### src/logic/mti_defines.svh
// constants for the terminal interface: field positions, counts, pin slots
`ifndef MTI_DEFINES_SVH
`define MTI_DEFINES_SVH

// received word layout, bits counted from the first received bit
`define MTI_WORD_BITS 16
`define MTI_ADDR_LAST_IDX 5'd4
`define MTI_MODE_IDX 5'd5
`define MTI_SUBADDR_LAST_IDX 5'd10
`define MTI_COUNT_LAST_IDX 5'd15
`define MTI_FIELD_ONES 5'h1F
`define MTI_FIELD_ZERO 5'h00

// message sizes and timing counts in receive clocks
`define MTI_COUNT_ZERO_MEANS 6'd32
`define MTI_CONTROLLER_WORDS 6'd33
`define MTI_IDLE_CLOCKS 6'd32
`define MTI_VALID_WAIT 2'd2

// slots of the synchronised control pin vector
`define MTI_PIN_COUNT 12
`define MTI_P_RXCLK 0
`define MTI_P_CMDSYN 1
`define MTI_P_DATSYN 2
`define MTI_P_RXNRZ 3
`define MTI_P_VALID 4
`define MTI_P_SEND 5
`define MTI_P_TX_BIT_CLOCK 6
`define MTI_P_ACK 7
`define MTI_P_TX_MODE_PULSE 8
`define MTI_P_LOAD 9
`define MTI_P_READ 10
`define MTI_P_ROLE 11

`endif

### src/logic/mti_pkg.sv
// shared types of the terminal interface
`default_nettype none
package mti_pkg;
  // kind of the word currently inside a sync envelope
  typedef enum logic [1:0] {MTI_KIND_NONE, MTI_KIND_CMD, MTI_KIND_DATA}
    mti_kind_t;
endpackage
`default_nettype wire

### src/logic/mti_sync_edge.sv
// two-flop synchroniser with edge detection on the settled level
`default_nettype none
module mti_sync_edge
  import mti_pkg::*;
#(
  parameter int WIDTH = 1
)
(
  input wire logic clk,
  input wire logic srst,
  input wire logic [WIDTH-1:0] async,
  output logic [WIDTH-1:0] level,
  output logic [WIDTH-1:0] rise,
  output logic [WIDTH-1:0] fall
);
  logic [WIDTH-1:0] meta;
  logic [WIDTH-1:0] prev;

  // first stage is read only by the second stage
  always_ff @(posedge clk)
  begin
    if (srst)
    begin
      meta <= '0;
      level <= '0;
      prev <= '0;
    end
    else
    begin
      meta <= async;
      level <= meta;
      prev <= level;
    end
  end

  // edges compare settled level with its own delayed copy
  assign rise = level & ~prev;
  assign fall = ~level & prev;
endmodule
`default_nettype wire

### src/logic/mti_tx_path.sv
// transmit holding register, byte pairing and nrz shifter
`default_nettype none
`include "mti_defines.svh"
module mti_tx_path
  import mti_pkg::*;
#(
  parameter int WORD_W = `MTI_WORD_BITS
)
(
  input wire logic clk,
  input wire logic srst,
  input wire logic sendData,
  input wire logic sendRise,
  input wire logic txClkFall,
  input wire logic loadPulse,
  input wire logic [7:0] loadByte,
  output logic serialTxOut,
  output logic txWordRequest
);
  logic [WORD_W-1:0] hold;
  logic [WORD_W-1:0] shifter;
  logic lowByteNext;
  logic holdFull;

  // first load strobe fills the high byte, second the low byte
  always_ff @(posedge clk)
  begin
    if (srst)
    begin
      hold <= '0;
      lowByteNext <= 1'b0;
    end
    else if (loadPulse)
    begin
      if (!lowByteNext)
        hold[WORD_W-1 -: 8] <= loadByte;
      else
        hold[7:0] <= loadByte;
      lowByteNext <= ~lowByteNext;
    end
  end

  // hold is consumed at the envelope start; a late second byte still wins
  always_ff @(posedge clk)
  begin
    if (srst)
      holdFull <= 1'b0;
    else if (loadPulse && lowByteNext)
      holdFull <= 1'b1;
    else if (sendRise)
      holdFull <= 1'b0;
  end

  // request more data whenever the holding register is free
  always_ff @(posedge clk)
  begin
    if (srst)
      txWordRequest <= 1'b1;
    else
      txWordRequest <= ~holdFull & ~(loadPulse & lowByteNext);
  end

  // parallel copy while send is low, msb-first shift on clock falls
  always_ff @(posedge clk)
  begin
    if (srst)
    begin
      shifter <= '0;
      serialTxOut <= 1'b0;
    end
    else if (!sendData)
    begin
      shifter <= hold;
      serialTxOut <= hold[WORD_W-1];
    end
    else if (txClkFall)
    begin
      shifter <= {shifter[WORD_W-2:0], 1'b0};
      serialTxOut <= shifter[WORD_W-2];
    end
  end
endmodule
`default_nettype wire

### src/logic/mti_terminal_interface.sv
// protocol and byte-buffering core between a host byte bus and a codec
`default_nettype none
`include "mti_defines.svh"

module mti_terminal_interface
  import mti_pkg::*;
#(
  parameter int ADDR_W = 5,
  parameter int WORD_W = `MTI_WORD_BITS
)
(
  input wire logic clk,
  input wire logic srst,
  input wire logic rxBitClock,
  input wire logic commandSyncIn,
  input wire logic dataSyncIn,
  input wire logic serialRxIn,
  input wire logic wordValidIn,
  input wire logic sendDataHandshake,
  input wire logic txBitClock,
  input wire logic interruptAck,
  input wire logic txModePulse,
  input wire logic txByteLoadStrobe,
  input wire logic rxByteReadStrobe,
  input wire logic controllerRoleSelect,
  input wire logic [ADDR_W-1:0] terminalAddressIn,
  input wire logic [7:0] hostByteBusIn,
  output logic [7:0] hostByteBusOut,
  output logic [7:0] hostByteBusOeN,
  output logic zeroMessageFlag,
  output logic zeroWordFlag,
  output logic invalidWordFlag,
  output logic rxWordReady,
  output logic receiveCmdInterruptN,
  output logic transmitCmdInterruptN,
  output logic broadcastFlagN,
  output logic txWordRequest,
  output logic messageDoneN,
  output logic encoderTxEnable,
  output logic serialTxOut
);
  // word count field: zero encodes the maximum
  function automatic logic [5:0] decodeCount(input logic [4:0] field);
    decodeCount = (field == `MTI_FIELD_ZERO) ? `MTI_COUNT_ZERO_MEANS
                                              : {1'b0, field};
  endfunction

  logic [`MTI_PIN_COUNT-1:0] pinLvl;
  logic [`MTI_PIN_COUNT-1:0] pinRise;
  logic [`MTI_PIN_COUNT-1:0] pinFall;
  logic [ADDR_W+7:0] wideLvl;
  logic [ADDR_W-1:0] addrLvl;
  logic [7:0] busLvl;

  // every pin passes two flops before any logic reads it
  mti_sync_edge #(.WIDTH(`MTI_PIN_COUNT)) ctrlSync (
    .clk(clk),
    .srst(srst),
    .async({controllerRoleSelect, rxByteReadStrobe, txByteLoadStrobe,
            txModePulse, interruptAck, txBitClock, sendDataHandshake,
            wordValidIn, serialRxIn, dataSyncIn, commandSyncIn,
            rxBitClock}),
    .level(pinLvl),
    .rise(pinRise),
    .fall(pinFall)
  );

  mti_sync_edge #(.WIDTH(ADDR_W + 8)) wideSync (
    .clk(clk),
    .srst(srst),
    .async({terminalAddressIn, hostByteBusIn}),
    .level(wideLvl),
    .rise(),
    .fall()
  );

  assign addrLvl = wideLvl[ADDR_W+7:8];
  assign busLvl = wideLvl[7:0];

  logic rxRise;
  logic isController;
  logic syncRise;
  logic ackRise;
  logic modeRise;
  logic sendRise;
  logic wordEnd;
  assign rxRise = pinRise[`MTI_P_RXCLK];
  assign isController = ~pinLvl[`MTI_P_ROLE];
  assign syncRise = pinRise[`MTI_P_CMDSYN] | pinRise[`MTI_P_DATSYN];
  assign ackRise = pinRise[`MTI_P_ACK];
  assign modeRise = pinRise[`MTI_P_TX_MODE_PULSE];
  assign sendRise = pinRise[`MTI_P_SEND];
  assign wordEnd = pinFall[`MTI_P_CMDSYN] | pinFall[`MTI_P_DATSYN];

  mti_kind_t kind;
  logic [4:0] bitCount;
  logic [WORD_W-1:0] rxShift;
  logic [WORD_W-1:0] nextShift;
  logic shiftNow;
  assign nextShift = {rxShift[WORD_W-2:0], pinLvl[`MTI_P_RXNRZ]};
  // codec keeps the envelope to sixteen clocks; a longer one is clipped
  assign shiftNow = rxRise && kind != MTI_KIND_NONE
                    && bitCount != 5'(WORD_W);

  // word kind latched at the sync rise, cleared at its fall
  always_ff @(posedge clk)
  begin
    if (srst)
      kind <= MTI_KIND_NONE;
    else if (pinRise[`MTI_P_CMDSYN])
      kind <= MTI_KIND_CMD;
    else if (pinRise[`MTI_P_DATSYN])
      kind <= MTI_KIND_DATA;
    else if (wordEnd)
      kind <= MTI_KIND_NONE;
  end

  // clock and data cross with equal latency, so the sample lines up
  always_ff @(posedge clk)
  begin
    if (srst)
    begin
      bitCount <= '0;
      rxShift <= '0;
    end
    else if (syncRise)
      bitCount <= '0;
    else if (shiftNow)
    begin
      rxShift <= nextShift;
      bitCount <= bitCount + 5'd1;
    end
  end

  logic cmdBit;
  assign cmdBit = shiftNow && kind == MTI_KIND_CMD;

  logic addrMatch;
  logic cmdTransmit;
  logic cmdForUs;
  logic [5:0] wordCount;

  // command decode as each field completes
  always_ff @(posedge clk)
  begin
    if (srst)
    begin
      addrMatch <= 1'b0;
      cmdTransmit <= 1'b0;
      cmdForUs <= 1'b0;
      wordCount <= `MTI_COUNT_ZERO_MEANS;
    end
    else if (cmdBit)
    begin
      if (bitCount == `MTI_ADDR_LAST_IDX)
      begin
        addrMatch <= nextShift[4:0] == 5'(addrLvl);
        cmdForUs <= 1'b0;
      end
      if (bitCount == `MTI_MODE_IDX)
      begin
        cmdTransmit <= nextShift[0];
        cmdForUs <= addrMatch;
      end
      if (bitCount == `MTI_COUNT_LAST_IDX)
        wordCount <= decodeCount(nextShift[4:0]);
    end
  end

  logic [5:0] idleCount;
  logic idleHit;
  // idle line: count receive clocks since the last sync rise
  always_ff @(posedge clk)
  begin
    if (srst || syncRise)
      idleCount <= '0;
    else if (rxRise && idleCount != `MTI_IDLE_CLOCKS)
      idleCount <= idleCount + 6'd1;
  end
  assign idleHit = rxRise && idleCount == `MTI_IDLE_CLOCKS - 6'd1;

  logic flagClear;
  assign flagClear = ackRise | idleHit;

  // interrupts and broadcast, active low; a set beats a same-cycle clear
  always_ff @(posedge clk)
  begin
    if (srst)
    begin
      receiveCmdInterruptN <= 1'b1;
      transmitCmdInterruptN <= 1'b1;
      broadcastFlagN <= 1'b1;
    end
    else
    begin
      if (flagClear)
      begin
        receiveCmdInterruptN <= 1'b1;
        transmitCmdInterruptN <= 1'b1;
        broadcastFlagN <= 1'b1;
      end
      if (cmdBit && bitCount == `MTI_ADDR_LAST_IDX
          && nextShift[4:0] == `MTI_FIELD_ONES)
        broadcastFlagN <= 1'b0;
      if (cmdBit && bitCount == `MTI_MODE_IDX && addrMatch)
      begin
        if (nextShift[0])
          transmitCmdInterruptN <= 1'b0;
        else
          receiveCmdInterruptN <= 1'b0;
      end
    end
  end

  // zero fields of the command, cleared with the interrupts
  always_ff @(posedge clk)
  begin
    if (srst)
    begin
      zeroMessageFlag <= 1'b0;
      zeroWordFlag <= 1'b0;
    end
    else
    begin
      if (flagClear)
      begin
        zeroMessageFlag <= 1'b0;
        zeroWordFlag <= 1'b0;
      end
      if (cmdBit && bitCount == `MTI_SUBADDR_LAST_IDX
          && nextShift[4:0] == `MTI_FIELD_ZERO)
        zeroMessageFlag <= 1'b1;
      if (cmdBit && bitCount == `MTI_COUNT_LAST_IDX
          && nextShift[4:0] == `MTI_FIELD_ZERO)
        zeroWordFlag <= 1'b1;
    end
  end

  logic [WORD_W-1:0] rxBuffer;
  logic checkWord;
  logic readyWord;
  // which finished words are checked and which are offered to the host
  always_comb
  begin
    checkWord = 1'b0;
    readyWord = 1'b0;
    unique case (kind)
      MTI_KIND_CMD:
      begin
        checkWord = isController | cmdForUs;
        readyWord = isController;
      end
      MTI_KIND_DATA:
      begin
        checkWord = isController | (cmdForUs & ~cmdTransmit);
        readyWord = 1'b1;
      end
      MTI_KIND_NONE:
      begin
        checkWord = 1'b0;
        readyWord = 1'b0;
      end
    endcase
  end

  // receive buffer loads at the sync fall; the host reads it bytewise
  always_ff @(posedge clk)
  begin
    if (srst)
      rxBuffer <= '0;
    else if (wordEnd)
      rxBuffer <= rxShift;
  end

  logic validArmed;
  logic [1:0] validWait;
  // valid word must follow within two receive clocks of the sync fall
  always_ff @(posedge clk)
  begin
    if (srst)
    begin
      validArmed <= 1'b0;
      validWait <= '0;
      invalidWordFlag <= 1'b0;
    end
    else if (wordEnd)
    begin
      validArmed <= checkWord;
      validWait <= '0;
    end
    else if (validArmed)
    begin
      if (pinLvl[`MTI_P_VALID])
        validArmed <= 1'b0;
      else if (rxRise && validWait == `MTI_VALID_WAIT - 2'd1)
      begin
        validArmed <= 1'b0;
        invalidWordFlag <= 1'b1;
      end
      else if (rxRise)
        validWait <= validWait + 2'd1;
    end
    else if (syncRise)
      invalidWordFlag <= 1'b0;
  end

  logic readLow;
  // read strobes alternate bytes; the word is gone after the second
  always_ff @(posedge clk)
  begin
    if (srst || wordEnd)
      readLow <= 1'b0;
    else if (pinFall[`MTI_P_READ])
      readLow <= ~readLow;
  end

  always_ff @(posedge clk)
  begin
    if (srst)
      rxWordReady <= 1'b0;
    else if (wordEnd && readyWord)
      rxWordReady <= 1'b1;
    else if (pinFall[`MTI_P_READ] && readLow)
      rxWordReady <= 1'b0;
  end

  // tri-state bus: all eight enables low only while a read strobe is high
  always_ff @(posedge clk)
  begin
    if (srst)
    begin
      hostByteBusOut <= 8'hFF;
      hostByteBusOeN <= 8'hFF;
    end
    else
    begin
      hostByteBusOut <= readLow ? rxBuffer[7:0]
                                : rxBuffer[WORD_W-1 -: 8];
      hostByteBusOeN <= {8{~pinLvl[`MTI_P_READ]}};
    end
  end

  logic [5:0] rxDataCount;
  logic [5:0] txSentCount;
  logic [5:0] txTarget;
  logic lastRxData;
  logic lastTx;
  logic txCommanded;
  assign lastRxData = wordEnd && kind == MTI_KIND_DATA && cmdForUs
                      && ~cmdTransmit && rxDataCount + 6'd1 == wordCount;
  assign lastTx = txSentCount + 6'd1 >= txTarget;

  // data words received for the current command
  always_ff @(posedge clk)
  begin
    if (srst || pinRise[`MTI_P_CMDSYN])
      rxDataCount <= '0;
    else if (wordEnd && kind == MTI_KIND_DATA && cmdForUs)
      rxDataCount <= rxDataCount + 6'd1;
  end

  // envelopes sent since transmit enable was last raised
  always_ff @(posedge clk)
  begin
    if (srst || (modeRise && !encoderTxEnable) || lastRxData)
      txSentCount <= '0;
    else if (pinFall[`MTI_P_SEND] && txSentCount != 6'h3F)
      txSentCount <= txSentCount + 6'd1;
  end

  // a transmit interrupt is remembered until a mode pulse answers it
  always_ff @(posedge clk)
  begin
    if (srst || pinRise[`MTI_P_CMDSYN])
      txCommanded <= 1'b0;
    else if (cmdBit && bitCount == `MTI_MODE_IDX && addrMatch)
      txCommanded <= nextShift[0];
    else if (modeRise)
      txCommanded <= 1'b0;
  end

  // encoder transmit enable per role
  always_ff @(posedge clk)
  begin
    if (srst)
    begin
      encoderTxEnable <= 1'b0;
      txTarget <= `MTI_CONTROLLER_WORDS;
    end
    else if (isController)
    begin
      txTarget <= `MTI_CONTROLLER_WORDS;
      if (modeRise)
        encoderTxEnable <= ~encoderTxEnable;
    end
    else if (lastRxData)
    begin
      encoderTxEnable <= 1'b1;
      txTarget <= 6'd1;
    end
    else if (modeRise && encoderTxEnable)
      encoderTxEnable <= 1'b0;
    else if (modeRise && txCommanded)
    begin
      encoderTxEnable <= 1'b1;
      txTarget <= wordCount + 6'd1;
    end
    else if (sendRise && encoderTxEnable && lastTx)
      encoderTxEnable <= 1'b0;
  end

  // message done low at the commanded count, released by a new command
  always_ff @(posedge clk)
  begin
    if (srst)
      messageDoneN <= 1'b1;
    else if (lastRxData)
      messageDoneN <= 1'b0;
    // exact count: a terminal drops enable at the last envelope's start
    else if (pinFall[`MTI_P_SEND] && txSentCount + 6'd1 == txTarget)
      messageDoneN <= 1'b0;
    else if (pinRise[`MTI_P_CMDSYN] || ackRise)
      messageDoneN <= 1'b1;
  end

  // load strobes are ignored while an envelope is shifting out
  mti_tx_path #(.WORD_W(WORD_W)) txPath (
    .clk(clk),
    .srst(srst),
    .sendData(pinLvl[`MTI_P_SEND]),
    .sendRise(sendRise),
    .txClkFall(pinFall[`MTI_P_TX_BIT_CLOCK]),
    .loadPulse(pinRise[`MTI_P_LOAD] & ~pinLvl[`MTI_P_SEND]),
    .loadByte(busLvl),
    .serialTxOut(serialTxOut),
    .txWordRequest(txWordRequest)
  );
endmodule
`default_nettype wire

### config.mk
export PLATFORM = sky130hd
export DESIGN_NAME = mti_terminal_interface
export DESIGN_NICKNAME = d
export VERILOG_FILES = /design/src/logic/mti_pkg.sv /design/src/logic/mti_sync_edge.sv /design/src/logic/mti_tx_path.sv /design/src/logic/mti_terminal_interface.sv
export VERILOG_INCLUDE_DIRS = /design/src /design/src/logic
export SDC_FILE = /design/constraint.sdc
export NUM_CORES = 1
export LEC_CHECK = 0
export ABC_AREA = 0
export BUFFER_PORTS_ARGS = -buffer_cell sky130_fd_sc_hd__buf_2
export CORE_MARGIN = 1.5
export CORE_UTILIZATION = 45
export CTS_BUF_LIST = sky130_fd_sc_hd__clkbuf_4 sky130_fd_sc_hd__clkbuf_8
export DETAILED_ROUTE_END_ITERATION = 10
export PLACE_DENSITY = 0.64
export SLEW_MARGIN = 0
export SYNTH_ARGS = -nofsm -noshare
export SYNTH_HDL_FRONTEND = slang
export SYNTH_SLANG_ARGS = --single-unit
### constraint.sdc
create_clock -name clk -period 5.7 [get_ports clk]
set_input_delay 0.57 -clock clk [delete_from_list [all_inputs] [get_ports clk]]
set_output_delay 0.57 -clock clk [all_outputs]
set_load 0.01 [all_outputs]
[Word level (Yosys, flattened, before mapping)]
Index checks and enable logic that the tools add are counted.
Storage, ports and cells
  word-level logic and storage cells: 213
  output and inout port bits: 27
  input port bits: 27
  register bits after elaboration: 191
Cells by class
  reduce and logical (&&, ||, !) cells: 68
  equality and inequality tests: 20
  bitwise logic cells: 27
  $add $sub $neg: 6
  order comparisons: 1
  multiplexer cells: 50
Operators by type and width (number)
  1-bit 2-to-1 mux: 39
  15-bit 2-to-1 mux: 2
  1-bit logical AND: 28
  6-bit by 1-bit adder with 6-bit output (second input constant): 4
  6-bit 2-to-1 mux: 4
  2-bit nonzero test: 12
  2-bit AND reduction: 10
  1-bit NOT: 14
  6-bit equality test: 2
  6-bit != test (second input constant): 2
  11-bit bitwise AND: 1
  11-bit NOT: 1
  10-bit bitwise AND: 1
  5-bit by 3-bit equality test with 1-bit output (second input constant): 2
  5-bit by 4-bit equality test with 1-bit output (second input constant): 2
  5-bit != test (second input constant): 2
  10-bit NOT: 1
  8-bit 2-to-1 mux: 1
  4-bit AND reduction: 2
  2-bit OR reduction: 4
  6-bit by 5-bit equality test with 1-bit output (second input constant): 1
  6-bit greater-or-equal comparator: 1
  1-bit logical OR: 6
  2-bit != test (second input constant): 3
  other kinds (16): 27

[Longest topological paths before layout]
  word-level depth: 9
  mapped depth: 9
  gate-level depth less buffers: 9

[Hierarchy]
Synthesis repeated with hierarchy kept, for this count alone.
Unflattened totals
  cells, all modules: 867
  area total of the unflattened synthesis: 8096.5 µm²
Modules (own cells, without submodules)
  mti_terminal_interface: seq. area each 1901.8 µm², times used 1, cells each 508, area an instance 4346.7 µm²
  mti_tx_path: seq. area each 700.7 µm², times used 1, cells each 152, area an instance 1367.6 µm²
  mti_sync_edge at wideSync: seq. area each 780.7 µm², times used 1, cells each 108, area an instance 1237.4 µm²
  mti_sync_edge at ctrlSync: seq. area each 720.7 µm², times used 1, cells each 99, area an instance 1144.8 µm²

[Least setup slack after synthesis]
OpenSTA, ideal clock, no wires.
  path type: flip-flop to flip-flop
  from: register txSentCount[3]
  to: register encoderTxEnable
  period minus slack after synthesis: 1.950 ns
  path slack: 3.750 ns
  cell stages (with the launch flop): 10
  setup time: 0.117 ns
  path buffers: 0
  data required time: 5.583 ns
  arrival: 1.833 ns
  cell sequence: dfxtp_1 -> and3_1 -> and3_1 -> xor2_1 -> ha_1 -> and4_1 -> o21ai_0 -> o2111ai_1 -> nand4_1 -> a22o_1
On the way
  longest elaborated chain between the ends: 5
Ends and longest elaborated chain
  start: declaration: RTL line mti_terminal_interface.sv:344  | logic [5:0] txSentCount;
  start signal: assignment: RTL line mti_terminal_interface.sv:368  | txSentCount <= txSentCount + 6'd1;
  6-bit by 1-bit adder with 6-bit output: RTL line mti_terminal_interface.sv:351  | assign lastTx = txSentCount + 6'd1 >= txTarget;
  6-bit greater-or-equal comparator: RTL line mti_terminal_interface.sv:351
  1-bit logical AND: RTL line mti_terminal_interface.sv:408  | else if (sendRise && encoderTxEnable && lastTx)
  5-bit != test (no line)
  2-bit AND reduction (no line)
  end signal: assignment: RTL line mti_terminal_interface.sv:394  | encoderTxEnable <= ~encoderTxEnable;
  end: declaration: RTL line mti_terminal_interface.sv:39  | output logic encoderTxEnable,
Every way passes these cells.
A chain may end at the register's enable or synchronous reset.

[Worst setup path after layout]
  from: register bitCount[0]
  to: register rxShift[12]
On the way
  longest elaborated chain between the ends: 3
Ends and longest elaborated chain
  start: declaration: RTL line mti_terminal_interface.sv:96  | logic [4:0] bitCount;
  start signal: assignment: RTL line mti_terminal_interface.sv:131  | bitCount <= bitCount + 5'd1;
  5-bit != test: RTL line mti_terminal_interface.sv:103  | && bitCount != 5'(WORD_W);
  1-bit logical AND: RTL line mti_terminal_interface.sv:103
  2-bit AND reduction (no line)
  end signal: assignment: RTL line mti_terminal_interface.sv:130  | rxShift <= nextShift;
  end: declaration: RTL line mti_terminal_interface.sv:97  | logic [WORD_W-1:0] rxShift;
Every way passes these cells.

==> results by group <==
Finish
  – Fraction of layout cells with a size suffix above 1: 0.1180
  – Fill cell total of the finished layout: ~1,500
  – Multi-input gate area: roughly 3200 um2
  – Antenna Diode Count: 0
  – Register area: between 3000 and 4000 um2
  – Final core utilization: 0.5071
  – Nets: approximately 850
  – Area Overhead vs Synth: 10.37%
  – Number of cells in the finished layout apart from fillers: approximately 1,000

STA
  – Final critical-path share of the clock period: 0.4350
  – Number of endpoints failing setup at the final stage: 0
  – Final Slew Violations: 0
  – Setup total negative slack: 0 ps
  – Slew of the pin with the lowest slew margin: between 900 and 1000 ps
  – Setup skew after layout: 12.83 ps
  – Hold slack final: 310.9 ps
  – Setup repair after global routing missed its margin: no
  – Time the final worst path needs with I/O delays and setup: about 2500 ps
  – Max transition margin: 0.3401
  – Highest Clock Rate: a little over 400 MHz
  – Hold Violations, Final: 0

Logic synthesis
  – Cell area after synthesis: ~7300 um2
  – Total of flip-flops plus latches after synthesis: approximately 190
  – Post-synth top area share: 0.5184
  – Main area contributors after synthesis: sky130_fd_sc_hd__dfxtp_1 (52%), sky130_fd_sc_hd__nor2b_1 (6.7%), sky130_fd_sc_hd__mux2i_1 (4.9%)
  – Count of mapped cells out of synthesis: between 700 and 800
  – Dominant cell by count in the synthesized netlist: sky130_fd_sc_hd__dfxtp_1
  – Warnings, synthesis: 0
  – Number of enable flip-flop cells after synthesis: 0
  – Most area-hungry cell type in the Yosys netlist: sky130_fd_sc_hd__dfxtp_1
  – Leading register cell type out of synthesis: sky130_fd_sc_hd__dfxtp_1
  – Top cells by count, synth: sky130_fd_sc_hd__dfxtp_1 (189), sky130_fd_sc_hd__nand2_1 (93), sky130_fd_sc_hd__nor2_1 (80)
  – Synthesized Nets: just over 800
  – Post-synth cell types: 53
  – Sequential area share after synthesis: 0.5184
  – Async set or reset register ratio after synthesis: 0
  – Mean Syn Cell Area: roughly 9.3 um2

Worst setup path
  – Cell-by-cell trace of the critical path: inv_1, ha_1, a311oi_2, nand2_2, mux2i_1, nor2_1
  – Arrival time reported for the critical path endpoint: 2790 ps
  – Max stage delay cell, worst path: sky130_fd_sc_hd__a311oi_2
  – Start-to-end type of the worst setup path: flip-flop to flip-flop
  – Delay-heaviest family, CP: compound AO/OA/AOI/OAI gates
  – Startpoint type of the worst setup path: flip-flop
  – Crit Path Max Fanout: 16
  – Slowest cell delay on critical path: around 760 ps
  – CP Data Required Time: 6010 ps
  – Bufs and invs on worst path: 1
  – Kind of end point of the critical path: flip-flop

Power
  – Overall power consumption: roughly 2400 uW
  – Proportion of power drawn by combinational gates: 0.041
  – IR drop worst, VDD: approximately 0.19 mV
  – Fraction of power spent switching nets: 0.2230
  – Internal power of the cells: between 1500 and 2000 uW
  – Total net switching power: approximately 530 uW
  – Sequential cell fraction of total power: 0.574
  – Power density of the placed cells: ~290 nW/um2
  – Relative contribution of the clock network to total power: 0.385
  – P_leak: approximately 0.0032 uW

Die
  – Core footprint: about 16,000 um2
  – Initial cell density of the core: 0.4594
  – Die ar.: approximately 17,000 um2
  – Die X: around 130 um
  – Num ports: 54
  – Placement row count: 46
  – Y dimension of the die: 130.4 um

Routing
  – Vias after detailed routing: roughly 5,200
  – DRT iter0 DRCs: roughly 280
  – Detailed-router iteration count before antenna repair: 5
  – Detailed-route vias per instance: between 5 and 6
  – Total Wirelength: about 14 mm
  – Count of antenna-violating nets left after detailed routing: 0
  – Routed wire per std cell: approximately 13 um
  – Residual DRC: 0

CTS
  – Maximum clock path buffer count: 2
  – TritonCTS clock tree: yes
  – Clock network latency to the later pin of the worst-skew pair: about 460 ps
  – Resized Gates After CTS: 0
  – Clock transition at the registers of the reported paths: ~90 ps
  – Clock Tree Root: sky130_fd_sc_hd__clkbuf_8
  – Number of hold buffers added after cts: 0
  – Number of CTS-inserted buffers: 17
  – Sinks on the clock net: about 190
  – Number of buffers inserted by post-CTS setup repair: 0
  – Total number of H-tree levels: 4

Placement
  – Placer's final routability congestion estimate: about 0.84
  – Buffers on Ports: 53
  – Placed cells: a little over 1,000
  – Placed wire-length estimate after detailed placement: just under 10 mm

Global routing
  – First-pass GRT wire length: around 23 mm
  – Grt total ovfl: 0
  – Number of antenna violations at the first check in global routing: 0
  – Maximum number of pins on one net before global-route repair: between 90 and 100
  – Vias in the first global route: between 4,000 and 5,000
  – Tot GR Track Use: 0.1704

Status
  – Outcome: completed

Worst hold path
  – Hold/Removal Path Class: input pin to flip-flop

Flow run
  – Number of max-capacitance violations reported: 0
[placed cells by master, fill, tap and decap left out, drive strengths merged, types with 3 or more instances in the layout]
master / synthesis / layout
buf: 13 / 55
ha: 17 / 17
nand2: 95 / 95
and2: 4 / 4
xnor2: 21 / 21
clkinvlp: 0 / 3
bufinv: 0 / 3
nor3: 10 / 10
mux2i: 36 / 36
xor2: 15 / 15
a31oi: 4 / 4
o21ai: 10 / 10
a211oi: 19 / 19
dfxtp: 189 / 189
nor2b: 78 / 78
a211o: 10 / 10
clkinv: 0 / 3
clkbuf: 34 / 19
a21oi: 56 / 56
nor2: 80 / 80
inv: 15 / 18
nand4: 6 / 6
and3: 5 / 5
nand2b: 13 / 13
nand3: 24 / 24
[power groups by stage]
stage / clock network (uW) / logic (uW) / registers (uW)
floorplan: 0 / 73.0 / 1390
detailed placement: 0 / 98.5 / 1390
finish: 913 / 97.1 / 1360
global placement: 0 / 96.2 / 1390
global route: 993 / 109 / 1370
CTS: 941 / 98.8 / 1360
[flip-flops by register name, summed over array words and instances, names as in the netlist, 8 cells and up]
name,flops
rxBuffer,16
rxShift,16
txPath.hold,16
txPath.shifter,15
wideSync.level,13
wideSync.meta,13
ctrlSync.level,12
ctrlSync.meta,12
ctrlSync.prev,9
hostByteBusOut,8
[routing by layer]
metal	vias to the layer above	GRT usage	share of wire
met3	17	0.03608	0.034
li1	2663	-	-
met5	-	0	0
met2	90	0.2588	0.45
met1	2427	0.2381	0.50
met4	0	0.06464	0.015
[worst register-to-register path: cells and delay by family (launching register included)]
kind / cells / cell delay (ps)
AOI/OAI and AO/OA: 1 / 760
and+or+nand+nor: 2 / 520
DFF: 1 / 430
muxes: 1 / 270
adders and majority gates: 1 / 260
buffers and inverters: 1 / 90
[cell type report]
type                            instances  area share
Clock inverter                         12     0.01957
Multi-Input combinational cell        532      0.4026
Tap cell                              216     0.03355
Clock buffer                           19     0.03246
Sequential cell                       189      0.4697
Timing Repair Buffer                   55     0.03510
Inverter                               15    0.006990
[logic make-up after synthesis]
group	Yosys count	synth area share
multiplexers	36	0.04937
AO/OA/AOI/OAI	116	0.1024
XOR/XNOR	36	0.04320
flip-flops	189	0.5184
buffers and inverters	62	0.03720
adder cells (fa/ha/maj)	17	0.02914
AND/OR/NAND/NOR	327	0.2203
[metrics by stage]
step / worst slack, ps / cell area [um2]
final: 3220 / 8055
after global routing: 2942 / 8055
after CTS: 3213 / 8055
after detailed placement: 3239 / 7636
after global placement: 3383 / 7636
after floorplan: 3750 / 7298
[path summary, 6_finish.rpt]
| kind | to | slack [ps] | start | depth (start not counted) |
|---|---|---|---|---|
| setup / recovery | rxShift[12] | 3220 | bitCount[0] | 6 |
| hold / removal | wideSync.meta[5] | 310 | hostByteBusIn[5] | 2 |
| setup reg to reg | rxShift[12] | 3220 | bitCount[0] | 6 |
| hold reg to reg | wideSync.level[7] | 440 | wideSync.meta[7] | 1 |
Power figures use the tool's default switching activity.
